==> src/vca_pkg.sv <==
// Package for the VC0 arbitration configuration register bank.
// Assumes a 32-bit AHB-Lite slave on a single 40 MHz clock.
package vca_pkg;

   // ----------------------------------------------------------------
   // Register byte addresses
   // ----------------------------------------------------------------
   localparam logic [11:0] VC_PORT_STATUS_OFF = 12'h14c;
   localparam logic [11:0] VC0_RES_CAP_OFF = 12'h150;
   localparam logic [11:0] VC0_RES_CTL_OFF = 12'h154;
   localparam logic [11:0] VC_ARB_ENTRY_OFF = 12'h170;
   localparam logic [11:0] PORT_ARB_ENTRY_OFF = 12'h174;
   localparam logic [11:0] VC_ARB_LOAD_OFF = 12'h178;
   localparam logic [11:0] PRESET_MAP_OFF = 12'h17c;
   localparam logic [11:0] ADDR_MASK = 12'hffc;

   // ----------------------------------------------------------------
   // Field positions
   // ----------------------------------------------------------------
   localparam int VC_TBL_STATUS_BIT = 16;
   localparam int LOAD_PORT_TBL_BIT = 16;
   localparam int PORT_ARB_SEL_LSB = 17;
   localparam int CHAN_ID_LSB = 24;
   localparam int CHAN_EN_BIT = 31;
   localparam int LOAD_VC_TBL_BIT = 0;
   localparam int TIME_SLOTS_LSB = 16;
   localparam int TBL_OFFSET_LSB = 24;

   // ----------------------------------------------------------------
   // Reset and fixed values
   // ----------------------------------------------------------------
   localparam logic [7:0] PORT_ARB_CAP_RST = 8'h09;
   localparam logic [6:0] MAX_TIME_SLOTS_RST = 7'h7f;
   localparam logic [7:0] PORT_TBL_OFFSET_RST = 8'h04;
   localparam logic [7:0] TC_MAP_RST = 8'hff;
   localparam logic [2:0] CHAN_ID_VAL = 3'h0;
   localparam logic CHAN_EN_RST = 1'b1;

   // ----------------------------------------------------------------
   // Timing: table load time in ns, and its cycle count at 40 MHz
   // ----------------------------------------------------------------
   localparam int CLK_PERIOD_NS = 25;
   localparam int TBL_LOAD_NS = 200;
   localparam int TBL_LOAD_CYC_I = (TBL_LOAD_NS + CLK_PERIOD_NS - 1) / CLK_PERIOD_NS;
   localparam logic [3:0] TBL_LOAD_CYC = 4'(TBL_LOAD_CYC_I);

   // ----------------------------------------------------------------
   // Port arbitration schemes
   // ----------------------------------------------------------------
   localparam logic [2:0] PARB_DEFAULT = 3'h0;
   localparam logic [2:0] PARB_WRR = 3'h3;

   typedef enum logic [1:0] {VCA_HTRANS_IDLE, VCA_HTRANS_BUSY, VCA_HTRANS_NONSEQ,
      VCA_HTRANS_SEQ} vca_htrans_t;

   typedef struct packed {
      logic [7:0] tc_map;
      logic [2:0] port_arb_sel;
      logic chan_en;
   } vca_ctrl_t;

   typedef struct packed {
      logic vc_tbl_load;
      logic port_tbl_load;
   } vca_load_t;

endpackage : vca_pkg

==> src/vca_tbl_loader.sv <==
// Table loader: counts out a fixed load time after a load request.
// Assumes the request is a one-cycle pulse on hclk.
`timescale 1ns/1ps
module vca_tbl_loader (
   // Clock and reset
   input wire logic hclk,
   input wire logic hresetn,
   // Request and status
   input wire logic start,
   output logic busy,
   output logic done
);

   typedef enum logic {VCA_LD_IDLE, VCA_LD_RUN} vca_ld_state_t;

   vca_ld_state_t state_ff;
   logic [3:0] cnt_ff;

   always_ff @(posedge hclk or negedge hresetn) begin
      if (!hresetn) begin
         state_ff <= VCA_LD_IDLE;
         cnt_ff <= 4'h0;
         done <= 1'b0;
      end else begin
         done <= 1'b0;
         case (state_ff)
            VCA_LD_IDLE: begin
               if (start) begin
                  state_ff <= VCA_LD_RUN;
                  cnt_ff <= vca_pkg::TBL_LOAD_CYC;
               end
            end
            VCA_LD_RUN: begin
               if (cnt_ff == 4'h1) begin
                  state_ff <= VCA_LD_IDLE;
                  done <= 1'b1;
               end
               cnt_ff <= cnt_ff - 4'h1;
            end
            default: state_ff <= VCA_LD_IDLE;
         endcase
      end
   end

   assign busy = (state_ff == VCA_LD_RUN);

endmodule : vca_tbl_loader

==> src/vca_regs.sv <==
// VC0 arbitration configuration registers behind an AHB-Lite slave.
// Assumes single-word transfers; one clock, hclk, 40 MHz.
// What this block does
// - Table write sets VC table status bit
// - Status clears when table load finishes
// - Load VC table bit triggers load, reads zero
// - Port arbitration capability reads fixed 09h
// - Time-based scheme never offered on VC0
// - Packet-switching-only bit reads zero
// - Snoop rejection bit reads zero
// - Maximum time slots reads 7Fh
// - Port table offset reads 04h
// - Traffic class map writable, resets FFh
// - Map default overridable by management preset
// - Load port table bit triggers load, reads zero
// - Port arbitration select accepts 000b, 011b only
// - Channel identifier reads fixed 000b
// - Channel enable writable, resets to one
//
// Added by the designer: the AHB-Lite register port.
`timescale 1ns/1ps
module vca_regs (
   // Clock and reset
   input wire logic hclk,
   input wire logic hresetn,
   // AHB-Lite slave
   input wire logic hsel,
   input wire logic [11:0] haddr,
   input wire logic [1:0] htrans,
   input wire logic hwrite,
   input wire logic [2:0] hsize,
   input wire logic [31:0] hwdata,
   input wire logic hready,
   output logic [31:0] hrdata,
   output logic hreadyout,
   output logic hresp,
   // Management preset of the traffic class map
   input wire logic preset_map_valid,
   input wire logic [7:0] preset_map,
   // Configuration to the arbiter
   output vca_pkg::vca_ctrl_t ctrl,
   output vca_pkg::vca_load_t load_pulse,
   output logic vc_tbl_wr,
   output logic [31:0] vc_tbl_wdata,
   output logic port_tbl_wr,
   output logic [31:0] port_tbl_wdata
);

   // ----------------------------------------------------------------
   // Address phase capture
   // ----------------------------------------------------------------
   logic wr_ff;
   logic rd_ff;
   logic [11:0] addr_ff;
   logic valid_req;

   assign valid_req = hsel && hready && (htrans == 2'(vca_pkg::VCA_HTRANS_NONSEQ)
      || htrans == 2'(vca_pkg::VCA_HTRANS_SEQ));

   always_ff @(posedge hclk or negedge hresetn) begin
      if (!hresetn) begin
         wr_ff <= 1'b0;
         rd_ff <= 1'b0;
         addr_ff <= 12'h000;
      end else begin
         wr_ff <= valid_req && hwrite;
         rd_ff <= valid_req && !hwrite;
         if (valid_req) begin
            addr_ff <= haddr & vca_pkg::ADDR_MASK;
         end
      end
   end

   assign hreadyout = 1'b1;
   assign hresp = 1'b0;

   function automatic logic hit(input logic [11:0] a, input logic [11:0] off);
      hit = (a == off);
   endfunction : hit

   // ----------------------------------------------------------------
   // Write decode
   // ----------------------------------------------------------------
   logic wr_ctl;
   logic wr_vc_entry;
   logic wr_port_entry;
   logic wr_vc_load;
   logic wr_preset;

   assign wr_ctl = wr_ff && hit(addr_ff, vca_pkg::VC0_RES_CTL_OFF);
   assign wr_vc_entry = wr_ff && hit(addr_ff, vca_pkg::VC_ARB_ENTRY_OFF);
   assign wr_port_entry = wr_ff && hit(addr_ff, vca_pkg::PORT_ARB_ENTRY_OFF);
   assign wr_vc_load = wr_ff && hit(addr_ff, vca_pkg::VC_ARB_LOAD_OFF);
   assign wr_preset = wr_ff && hit(addr_ff, vca_pkg::PRESET_MAP_OFF);

   // ----------------------------------------------------------------
   // Control register
   // ----------------------------------------------------------------
   logic [7:0] tc_map_ff;
   logic [2:0] port_arb_sel_ff;
   logic chan_en_ff;
   logic [2:0] nxt_port_arb_sel;

   always_comb begin
      nxt_port_arb_sel = hwdata[vca_pkg::PORT_ARB_SEL_LSB +: 3];
      if (nxt_port_arb_sel != vca_pkg::PARB_WRR) begin
         nxt_port_arb_sel = vca_pkg::PARB_DEFAULT;
      end
   end

   always_ff @(posedge hclk or negedge hresetn) begin
      if (!hresetn) begin
         tc_map_ff <= vca_pkg::TC_MAP_RST;
         port_arb_sel_ff <= vca_pkg::PARB_DEFAULT;
         chan_en_ff <= vca_pkg::CHAN_EN_RST;
      end else begin
         if (wr_ctl) begin
            tc_map_ff <= hwdata[7:0];
            port_arb_sel_ff <= nxt_port_arb_sel;
            chan_en_ff <= hwdata[vca_pkg::CHAN_EN_BIT];
         end else if (wr_preset) begin
            tc_map_ff <= hwdata[7:0];
         end else if (preset_map_valid) begin
            tc_map_ff <= preset_map;
         end
      end
   end

   assign ctrl.tc_map = tc_map_ff;
   assign ctrl.port_arb_sel = port_arb_sel_ff;
   assign ctrl.chan_en = chan_en_ff;

   // ----------------------------------------------------------------
   // Load strobes and table writes
   // ----------------------------------------------------------------
   logic vc_load_ff;
   logic port_load_ff;
   logic [31:0] tbl_wdata_ff;
   logic vc_tbl_wr_ff;
   logic port_tbl_wr_ff;

   always_ff @(posedge hclk or negedge hresetn) begin
      if (!hresetn) begin
         vc_load_ff <= 1'b0;
         port_load_ff <= 1'b0;
         vc_tbl_wr_ff <= 1'b0;
         port_tbl_wr_ff <= 1'b0;
         tbl_wdata_ff <= 32'h0000_0000;
      end else begin
         vc_load_ff <= wr_vc_load && hwdata[vca_pkg::LOAD_VC_TBL_BIT];
         port_load_ff <= wr_ctl && hwdata[vca_pkg::LOAD_PORT_TBL_BIT];
         vc_tbl_wr_ff <= wr_vc_entry;
         port_tbl_wr_ff <= wr_port_entry;
         if (wr_vc_entry || wr_port_entry) begin
            tbl_wdata_ff <= hwdata;
         end
      end
   end

   assign load_pulse.vc_tbl_load = vc_load_ff;
   assign load_pulse.port_tbl_load = port_load_ff;
   assign vc_tbl_wr = vc_tbl_wr_ff;
   assign vc_tbl_wdata = tbl_wdata_ff;
   assign port_tbl_wr = port_tbl_wr_ff;
   assign port_tbl_wdata = tbl_wdata_ff;

   // ----------------------------------------------------------------
   // VC table loader and status flag
   // ----------------------------------------------------------------
   logic vc_load_done;
   logic vc_tbl_status_ff;

   vca_tbl_loader u_vc_loader (
      .hclk(hclk),
      .hresetn(hresetn),
      .start(vc_load_ff),
      .busy(),
      .done(vc_load_done)
   );

   // Entry write wins over a load finishing in the same cycle
   always_ff @(posedge hclk or negedge hresetn) begin
      if (!hresetn) begin
         vc_tbl_status_ff <= 1'b0;
      end else if (wr_vc_entry) begin
         vc_tbl_status_ff <= 1'b1;
      end else if (vc_load_done) begin
         vc_tbl_status_ff <= 1'b0;
      end
   end

   // ----------------------------------------------------------------
   // Read data
   // ----------------------------------------------------------------
   logic [31:0] cap_word;
   logic [31:0] ctl_word;
   logic [31:0] stat_word;
   logic [31:0] nxt_hrdata;

   always_comb begin
      cap_word = 32'h0000_0000;
      cap_word[7:0] = vca_pkg::PORT_ARB_CAP_RST;
      cap_word[vca_pkg::TIME_SLOTS_LSB +: 7] = vca_pkg::MAX_TIME_SLOTS_RST;
      cap_word[vca_pkg::TBL_OFFSET_LSB +: 8] = vca_pkg::PORT_TBL_OFFSET_RST;
      ctl_word = 32'h0000_0000;
      ctl_word[7:0] = tc_map_ff;
      ctl_word[vca_pkg::PORT_ARB_SEL_LSB +: 3] = port_arb_sel_ff;
      ctl_word[vca_pkg::CHAN_ID_LSB +: 3] = vca_pkg::CHAN_ID_VAL;
      ctl_word[vca_pkg::CHAN_EN_BIT] = chan_en_ff;
      stat_word = 32'h0000_0000;
      stat_word[vca_pkg::VC_TBL_STATUS_BIT] = vc_tbl_status_ff;
      nxt_hrdata = 32'h0000_0000;
      if (hit(haddr & vca_pkg::ADDR_MASK, vca_pkg::VC_PORT_STATUS_OFF)) begin
         nxt_hrdata = stat_word;
      end else if (hit(haddr & vca_pkg::ADDR_MASK, vca_pkg::VC0_RES_CAP_OFF)) begin
         nxt_hrdata = cap_word;
      end else if (hit(haddr & vca_pkg::ADDR_MASK, vca_pkg::VC0_RES_CTL_OFF)) begin
         nxt_hrdata = ctl_word;
      end else if (hit(haddr & vca_pkg::ADDR_MASK, vca_pkg::VC_ARB_LOAD_OFF)) begin
         nxt_hrdata = 32'h0000_0000;
      end else if (hit(haddr & vca_pkg::ADDR_MASK, vca_pkg::PRESET_MAP_OFF)) begin
         nxt_hrdata = {24'h0, tc_map_ff};
      end
   end

   always_ff @(posedge hclk or negedge hresetn) begin
      if (!hresetn) begin
         hrdata <= 32'h0000_0000;
      end else if (valid_req && !hwrite) begin
         hrdata <= nxt_hrdata;
      end
   end

endmodule : vca_regs

==> config.mk <==
export PLATFORM = sky130hd
export DESIGN_NAME = vca_regs
export DESIGN_NICKNAME = d
export VERILOG_FILES = /design/src/vca_pkg.sv /design/src/vca_tbl_loader.sv /design/src/vca_regs.sv
export SDC_FILE = /design/constraint.sdc
export NUM_CORES = 1
export LEC_CHECK = 0
export BUFFER_PORTS_ARGS = -buffer_cell sky130_fd_sc_hd__buf_4
export CAP_MARGIN = 15
export CELL_PAD_IN_SITES_DETAIL_PLACEMENT = 1
export CELL_PAD_IN_SITES_GLOBAL_PLACEMENT = 1
export CORE_MARGIN = 3
export CORE_UTILIZATION = 38
export DETAILED_ROUTE_END_ITERATION = 6
export PLACE_DENSITY = 0.95
export SLEW_MARGIN = 10
export SYNTH_ARGS = -nofsm -noshare
export SYNTH_HDL_FRONTEND = slang
export SYNTH_HIERARCHICAL = 1
export SYNTH_SLANG_ARGS = --single-unit
==> constraint.sdc <==
create_clock -name hclk -period 4.55 [get_ports hclk]
set_clock_uncertainty 0.1 [all_clocks]
set_input_delay 0.455 -clock hclk [delete_from_list [all_inputs] [get_ports hclk]]
set_output_delay 0.455 -clock hclk [all_outputs]
set_load 0.02 [all_outputs]
==> results_dict.tcl, run 1 <==
set metrics [dict create \
    min_period_over_period_pct 51.3 \
    dp_slack_ns 2.02 \
    setup-violations-final 0 \
    cts_root_buffer "clkbuf_8" \
    grt_pass1_vias 2952 \
    clk_pin_slew_ns 0.09 \
    tns_ns 0 \
    syn_area_per_cell_um2 13.0 \
    std_cell_rows 35 \
    leakage_nw 2.55 \
    fin_ws_ns 2.22 \
    slowest_delay_ns 0.88 \
    worstPathMaxFanout 33 \
    synth.yosys.seq_area_share_pct 52.8 \
    slew_headroom_pct 24.1 \
    synth_area_leader_cell "dfrtp_1" \
    required_ns 4.68 \
    grt_setup_unrepaired "no" \
    layoutNonFillerInstCount 542 \
    yosysWarningCount 6 \
    hpwl_um 7400 \
    powerDensity_nw_per_um2 339 \
    drt_pass1_iterations 3 \
    grt_usage_pct 17.6 \
    holdBufCountCts 0 \
    vias 2592 \
    fp.coreArea_um2 9500 \
    status "finished clean" \
    cts_buffers 9 \
    initial_core_util_pct 40.1 \
    ioPinCount 177 \
    vdd_drop_max_mv 0.169 \
    grt_pass1_wl_um 15600 \
    hold_ws_ns 0.174 \
    yosysTopAreaCellShare_pct 46.6 \
    antenna_left 0 \
    drive_above_1_share_pct 55.0 \
    ctsHtreeMaxLevel 3 \
    via_per_inst 4.78 \
    cts_setup_buffers 0 \
    syn_area_um2 3810 \
    die_y_um 106 \
    ff2ff_setup_slack_ns 2.22 \
    cap_violations 0 \
    crit_type "reg2reg" \
    fin_nets 473 \
    hold_viol 0 \
    synth_cell_types 39 \
    worstMarginPinSlew_ns 1.14 \
    wl_um 9780 \
    start_kind "flip-flop" \
    place_inst 526 \
    die_area_um2 11300 \
    cts_tree "done" \
    clk_latency_ns 0.34 \
    overflow 0 \
    num_antenna_cells 0 \
    drt_iter0_drc 79 \
    cts_buffer_depth 2 \
    hold_class "in2async" \
    die_width_um 106 \
    post_cts_resized 0 \
    maxSlewViolCount 0 \
    cts.sinks 80 \
    fin_util_pct 51.5 \
    path_cells "and4bb_2, nand2_1, or2_2, mux2_2" \
    critPathCaptureType "flip-flop" \
    wl_per_cell_um 18.1 \
    syn_inst 294 \
    antenna_found_initial 0 \
    gp_congestion 0.796 \
    worst_path_max_delay_cell "or2_2" \
    finalCriticalPeriod_ns 2.33 \
    port_buffers 153 \
    syn_to_final_growth_pct 28.5 \
    synth_area_leaders "dfrtp_1 (47%), mux2_4 (11%), buf_4 (11%)" \
    ys_seq_elements 80 \
    critPathArrivalTime_ns 2.46 \
    grt_max_degree 81 \
    drc_errors 0 \
    max_freq_ghz 0.429 \
]
## synthesized netlist by cell type
cell and n:
nand2b_1 7, clkbuf_1 4, o31ai_1 3, a32oi_1 2, or4_1 1, a32o_1 1, nand4b_1 1, nor4bb_1 1
conb_1 2, or2_1 1, mux2_4 29, buf_1 2, and2_1 2, nor2b_1 1, ha_1 2, buf_12 3
nor3_2 1, nor4_1 1, and4bb_2 3, mux2_2 15, a31oi_1 1, nor3b_1 1, inv_1 8, a21oi_1 8
buf_4 55, a21o_1 4, a211o_1 1, dfstp_2 9, nand4_1 2, mux2i_1 8, xor2_1 1, nand3_1 3
nor3_1 5, buf_6 1, nand2_1 5, nor2_1 16, dfrtp_1 71, xnor2_1 2, a22o_1 11
## stage by stage
stage | power [mW] | instance area [µm²]
after floorplan | 0.973 | 3870
after global routing | 1.74 | 4900
final | 1.66 | 4900
after CTS | 1.69 | 4900
after detailed placement | 1.08 | 4670
after global placement | 1.07 | 4670
## flip-flops by register name (all words and copies together), names as in the netlist
name / cells
u_vc_loader/cnt_ff: 4
port_tbl_wdata: 32
chan_en_ff: 1
port_load_ff: 1
vc_tbl_wr: 1
wr_ff: 1
addr_ff: 10
u_vc_loader/busy: 1
tc_map_ff: 8
u_vc_loader/done: 1
port_arb_sel_ff: 3
vc_load_ff: 1
vc_tbl_status_ff: 1
port_tbl_wr: 1
hrdata: 14
## where the power goes
part	switching [mW]	total (mW)	internal (mW)
Sequential	0.0413	0.802	0.760
Combinational	0.135	0.267	0.133
Clock	0.277	0.594	0.317
## worst paths after layout
check | endpoint | start | cells past startpoint
setup / recovery | port_tbl_wdata[2] | addr_ff[4] | 4
setup reg to reg | port_tbl_wdata[2] | addr_ff[4] | 4
hold reg to reg | vc_tbl_status_ff | vc_tbl_status_ff | 1
min in group hclk | port_load_ff | hwdata[16] | 3
max in group asynchronous | port_tbl_wdata[12] | hresetn | 1
hold / removal | port_tbl_wdata[14] | hresetn | 1
## layer usage
layer	GRT usage (%)	up-vias	wire length (µm)
met3	6.50	10	769
li1	-	1164	-
met4	3.98	0	109
met2	31.2	117	5050
met1	20.1	1301	3860
met5	0	-	0
## cell usage in the layout, fill, tap and decap left out, drive strengths merged, types with 8 or more instances in the layout
cell and instances:
buf 153, dfrtp 71, mux2 44, conb 17, nor2 16, a22o 11, inv 11, dfstp 9
clkbuf 9, mux2i 8, a21oi 8
## final cells by class
| cell class | count | area (µm²) |
|---|---|---|
| flip-flops and latches | 80 | 2010 |
| clock inverters | 7 | 103 |
| inverters | 8 | 30.0 |
| multi-input cells | 156 | 1320 |
| fillers | 1014 | 4600 |
| well taps | 129 | 161 |
| clock buffers | 9 | 124 |
| repair buffers | 153 | 1150 |
## critical path: cells and delay by family (launching register included)
family           cells  cell delay, ns
multiplexers         1            0.42
flip-flops           1            0.40
AND/OR/NAND/NOR      3            1.27
## logic make-up (layout without fill, tap and decap cells)
family	Yosys count	in the layout	share of synthesized area, %
xor+xnor	3	3	0.689
mux	52	52	18.0
fa+ha+maj	2	2	0.656
simple gates	51	51	7.55
compound gates	31	31	6.07
other cells	2	17	0.197
flops	80	80	52.8
buf+inv	73	177	14.1
(Power assumes the default switching activity.)
==> inputs of run 2 (changes only) <==
--- a/config.mk
+++ b/config.mk
@@ -10,9 +10,9 @@
 export CELL_PAD_IN_SITES_DETAIL_PLACEMENT = 1
 export CELL_PAD_IN_SITES_GLOBAL_PLACEMENT = 1
 export CORE_MARGIN = 3
-export CORE_UTILIZATION = 38
+export CORE_UTILIZATION = 36
 export DETAILED_ROUTE_END_ITERATION = 6
-export PLACE_DENSITY = 0.95
+export PLACE_DENSITY = 0.92
 export SLEW_MARGIN = 10
 export SYNTH_ARGS = -nofsm -noshare
 export SYNTH_HDL_FRONTEND = slang
==> constraint.sdc (replaced) <==
create_clock -name hclk -period 2.3 [get_ports hclk]
set_clock_uncertainty 0.1 [all_clocks]
set_input_delay 0.23 -clock hclk [delete_from_list [all_inputs] [get_ports hclk]]
set_output_delay 0.23 -clock hclk [all_outputs]
set_load 0.02 [all_outputs]
==> run 2 against run 1 <==
  * Power up 87%
  * Fmax rose by 19%
  * Setup slack worse by 1.9 ns
  * Count of clock-buffer cells in the layout did not move
  * Cell count up 6.5%
  * Core utilization is 0.14 points lower
  * Combinational power increased by 110%
  * Critical endpoint is now port_tbl_wdata[27]
  * Global-route usage shrank 0.55 points
  * Highest routed layer unchanged
==> results_dict.tcl, run 2 (same netlist as run 1, synthesis figures left out) <==
set metrics [dict create \
    status "finished clean" \
    fin_ws_ns 0.334 \
    grt_setup_unrepaired "no" \
    cts_tree "done" \
    grt.busiest_layer "met2" \
    overflow 0 \
    clk_pin_slew_ns 0.09 \
    largest_reg_flops 32 \
    cts_buffers 9 \
    antenna_found_initial 0 \
    worstMarginPinSlew_ns 0.591 \
    vias 2663 \
    ctsHtreeMaxLevel 3 \
    fillerInstances 1048 \
    worstPathMaxFanout 23 \
    gp_congestion 0.773 \
    grt_pass1_wl_um 15600 \
    tns_ns 0 \
    die_area_um2 11900 \
    postPlaceCellArea_um2 4730 \
    die_y_um 109 \
    critPathArrivalTime_ns 2.10 \
    cts_root_buffer "clkbuf_8" \
    setup-violations-final 0 \
    max_freq_ghz 0.509 \
    hpwl_um 7270 \
    port_buffers 153 \
    use_met2_pct 31.2 \
    syn_to_final_growth_pct 35.4 \
    powerDensity_nw_per_um2 602 \
    layout_commonest_cell "buf_4" \
    fp.coreArea_um2 10000 \
    total_power_mw 3.11 \
    cts_buffer_depth 2 \
    finalCriticalPeriod_ns 1.97 \
    antenna_left 0 \
    dp_slack_ns 0.344 \
    die_width_um 109 \
    drt_pass1_iterations 4 \
    wl_per_cell_um 17.2 \
    grt_usage_pct 17.0 \
    ioPinCount 177 \
    vdd_drop_max_mv 0.311 \
    grt_max_degree 46 \
    grt_pass1_vias 2993 \
    swShare_pct 29.1 \
    slew_headroom_pct 60.3 \
    hold_class "in2reg" \
    clk_latency_ns 0.35 \
    grt_use_met3_pct 5.45 \
    crit_type "reg2reg" \
    num_antenna_cells 0 \
    cap_violations 0 \
    via_per_inst 4.62 \
    fin_area_um2 5160 \
    grt_use_met1_pct 18.8 \
    drt_iter0_drc 112 \
    drc_errors 0 \
    initial_core_util_pct 38.0 \
    hold_viol 0 \
    critPathCaptureType "flip-flop" \
    power.internal_mw 2.20 \
    mostFrequentLayoutCells "buf_4 (158), dfrtp_1 (71), mux2_4 (29), dlygate4sd3_1 (25), conb_1 (17)" \
    required_ns 2.43 \
    cts.sinks 80 \
    power_frac_clock_pct 30.7 \
    seqPwrFrac_pct 50.9 \
    min_period_over_period_pct 85.5 \
    drive_above_1_share_pct 52.5 \
    start_kind "flip-flop" \
    maxSlewViolCount 0 \
    comb_power_share_pct 18.4 \
    std_cell_rows 36 \
    fin_nets 504 \
    leakage_nw 2.66 \
    wl_um 9900 \
    power_switching_uw 905 \
]
[run 2: repair_timing]
action	CTS	global route
gates resized for setup	0	0
hold buffers	24	1
endpoints found under the hold margin	59	1
setup buffers	0	0
[run 2: layout make-up]
class / instances / area, µm² / area share (%)
inverter: 8 / 30.0 / 0.582
sequential: 80 / 2010 / 39.0
multi-input combinational: 156 / 1320 / 25.5
timing repair buffer: 184 / 1460 / 28.2
tap: 133 / 166 / 3.22
clock inverter: 7 / 55.1 / 1.07
clock buffer: 9 / 124 / 2.40
[run 2: metrics by stage]
stage	hold WS, ns	cells	util [%]
after floorplan	-0.166	309	-
after global placement	0.113	536	47.1
after detailed placement	0.119	536	47.1
after CTS	0.00193	576	51.3
after global routing	0.00115	577	51.4
final	0.0222	577	51.4
[run 2: routing by layer]
layer  part of all wire [%]  wire length, µm
met5                      0                0
met4                    1.1              105
met3                    8.2              808
met2                     54             5350
met1                     37             3640
[run 2: critical path, cell delays in order, from the launching register on]
cell,delay (ns)
dfrtp_1,0.39
and4bb_2,0.35
nand2b_1,0.09
or2_2,0.31
buf_4,0.27
mux2_4,0.34
[run 2: power by group through the flow]
| stage | clock network, mW | logic (mW) | registers, mW |
|---|---|---|---|
| floorplan | 0 | 0.283 | 1.64 |
| global placement | 0 | 0.520 | 1.60 |
| detailed placement | 0 | 0.542 | 1.61 |
| CTS | 0.997 | 0.575 | 1.58 |
| global route | 1.06 | 0.617 | 1.60 |
| finish | 0.953 | 0.572 | 1.58 |
[run 2: path summary, 6_finish.rpt]
path / slack [ns] / cells after the start / from / endpoint
setup / recovery: 0.33 / 5 / addr_ff[9] / port_tbl_wdata[27]
hold / removal: 0.02 / 2 / hwdata[5] / port_tbl_wdata[5]
min in group asynchronous: 0.27 / 2 / hresetn / hrdata[18]
max in group asynchronous: 1.15 / 3 / hresetn / tc_map_ff[4]
hold reg to reg: 0.41 / 1 / addr_ff[7] / addr_ff[7]
setup reg to reg: 0.33 / 5 / addr_ff[9] / port_tbl_wdata[27]
==> inputs of run 3 (changes only) <==
--- a/config.mk
+++ b/config.mk
@@ -9,10 +9,11 @@
 export CAP_MARGIN = 15
 export CELL_PAD_IN_SITES_DETAIL_PLACEMENT = 1
 export CELL_PAD_IN_SITES_GLOBAL_PLACEMENT = 1
+export CORE_ASPECT_RATIO = 1.25
 export CORE_MARGIN = 3
-export CORE_UTILIZATION = 36
+export CORE_UTILIZATION = 35
 export DETAILED_ROUTE_END_ITERATION = 6
-export PLACE_DENSITY = 0.92
+export PLACE_DENSITY = 0.9
 export SLEW_MARGIN = 10
 export SYNTH_ARGS = -nofsm -noshare
 export SYNTH_HDL_FRONTEND = slang
==> run 3 against run 2 <==
  * Combinational power is 6.5% lower
  * Largest cell class unchanged
  * Register-to-register slack better by 0.04 ns
  * Core utilization is 3.7 points lower
  * Count of clock-buffer cells in the layout is 3 higher
  * Non-clock buffer count is 25 lower
  * First-iteration DRC count is 32% lower
  * Highest routed layer unchanged
  * Power is 16% higher
  * Largest power group unchanged
  * Cell count is 4.5% lower
  * Design area is 1.9% lower
  * Setup slack better by 0.042 ns
==> results_dict.tcl, run 3 (same netlist as run 1, synthesis figures left out) <==
set metrics [dict create \
    std_cell_rows 42 \
    hold_class "in2reg" \
    cts_root_buffer "clkbuf_16" \
    path_cells "and4bb_2, nand2_1, or2_2, buf_12, mux2_4" \
    min_to "port_load_ff" \
    place_inst 534 \
    hold_viol 0 \
    maxSlewViolCount 0 \
    grt_usage_pct 15.8 \
    crit_type "reg2reg" \
    worstMarginPinSlew_ns 0.544 \
    die_y_um 123 \
    grt_pass1_wl_um 15100 \
    syn_to_final_growth_pct 32.9 \
    r2r-end "port_tbl_wdata[11]" \
    overflow 0 \
    mostFrequentLayoutCells "buf_4 (156), dfrtp_1 (71), mux2_4 (29), conb_1 (17), nor2_1 (16)" \
    fp.coreArea_um2 10600 \
    worstPathMaxFanout 33 \
    ctsHtreeMaxLevel 3 \
    finalCriticalPeriod_ns 1.92 \
    setup-violations-final 0 \
    num_antenna_cells 0 \
    clk_latency_ns 0.33 \
    layout_commonest_cell "buf_4" \
    drc_errors 0 \
    required_ns 2.41 \
    gp_congestion 0.742 \
    fin_nets 479 \
    rr_startpoint "addr_ff[10]" \
    max_freq_ghz 0.520 \
    whs_path_depth 3 \
    critPathCaptureType "flip-flop" \
    ioPinCount 177 \
    drt_pass1_iterations 3 \
    worst_path_max_delay_cell "dfrtp_1" \
    slowest_delay_ns 0.38 \
    vias 2586 \
    critPathArrivalTime_ns 2.04 \
    initial_core_util_pct 35.9 \
    die_width_um 99.4 \
    antenna_left 0 \
    leakage_nw 2.63 \
    grt_setup_unrepaired "no" \
    hpwl_um 7210 \
    start_kind "flip-flop" \
    vdd_drop_max_mv 0.381 \
    wl_um 9500 \
    status "finished clean" \
    die_area_um2 12200 \
    layoutNonFillerInstCount 551 \
    fillerInstances 1126 \
    largest_reg_flops 32 \
    hold_ws_ns 0.0282 \
    antenna_found_initial 0 \
    cts.sinks 80 \
    post_cts_resized 0 \
    cts_tree "done" \
    tns_ns 0 \
    drive_above_1_share_pct 55.4 \
    clk_pin_slew_ns 0.06 \
    slew_headroom_pct 63.7 \
    grt_max_degree 43 \
    via_per_inst 4.69 \
    wl_per_cell_um 17.2 \
    powerDensity_nw_per_um2 712 \
    cts_buffers 9 \
    ff2ff_setup_slack_ns 0.38 \
    reg2reg_depth 5 \
    drt_iter0_drc 76 \
    grt_pass1_vias 2855 \
    port_buffers 153 \
    cap_violations 0 \
    min_period_over_period_pct 83.7 \
    cts_buffer_depth 2 \
    hold_start "hwdata[16]" \
]
run 3: worst max-delay path: cells and delay by family (launching register included):
family | cells | cell delay [ns]
and+or+nand+nor | 3 | 0.76
DFF | 1 | 0.38
muxes | 1 | 0.33
buffers and inverters | 1 | 0.20
run 3: metal layers:
| layer | up-vias | part of all wire, % | wire length [µm] | global-route usage, % |
|---|---|---|---|---|
| met4 | 0 | 1.2 | 113 | 5.64 |
| met3 | 9 | 7.6 | 717 | 3.52 |
| met5 | - | 0 | 0 | 0 |
| li1 | 1185 | - | - | - |
| met2 | 118 | 52 | 4970 | 27.6 |
| met1 | 1274 | 39 | 3700 | 19.0 |
run 3: worst max path at each step:
stage                      from            endpoint  slack, ns  cells past startpoint
finish              addr_ff[10]  port_tbl_wdata[11]       0.38                      5
global route        addr_ff[10]   port_tbl_wdata[3]       0.34                      5
CTS                 addr_ff[10]  port_tbl_wdata[11]       0.37                      5
detailed placement  addr_ff[10]  port_tbl_wdata[11]       0.39                      5
global placement     addr_ff[9]   port_tbl_wdata[5]       0.46                      5
floorplan            addr_ff[9]  port_tbl_wdata[10]       0.55                      6
run 3: what timing repair did:
item / CTS / global route
setup buffers: 0 / 0
hold buffers: 1 / 0
endpoints found under the hold margin: 33 / 0
run 3: stage by stage:
stage	setup WS [ns]	area, µm²	utilization (%)	power (mW)
6_report	0.376	5070	47.7	3.61
3_3_place_gp	0.456	4740	44.6	2.12
4_1_cts	0.372	5070	47.7	3.66
3_5_place_dp	0.391	4740	44.6	2.15
5_1_grt	0.336	5070	47.7	3.78
2_1_floorplan	0.551	3870	-	1.93
run 3: power by group:
group	total [mW]	switching, mW	internal (mW)
logic	0.535	0.266	0.269
clock network	1.49	0.559	0.929
registers	1.58	0.0776	1.51
run 3: layout make-up:
cell class,instances,area [µm²],share of cell area [%]
Clock inverter,4,51.3,1.01
Tap cell,132,165,3.26
Multi-Input combinational cell,156,1320,26.0
Timing Repair Buffer,159,1220,24.1
Inverter,8,30.0,0.593
Clock buffer,12,267,5.26
Sequential cell,80,2010,39.7
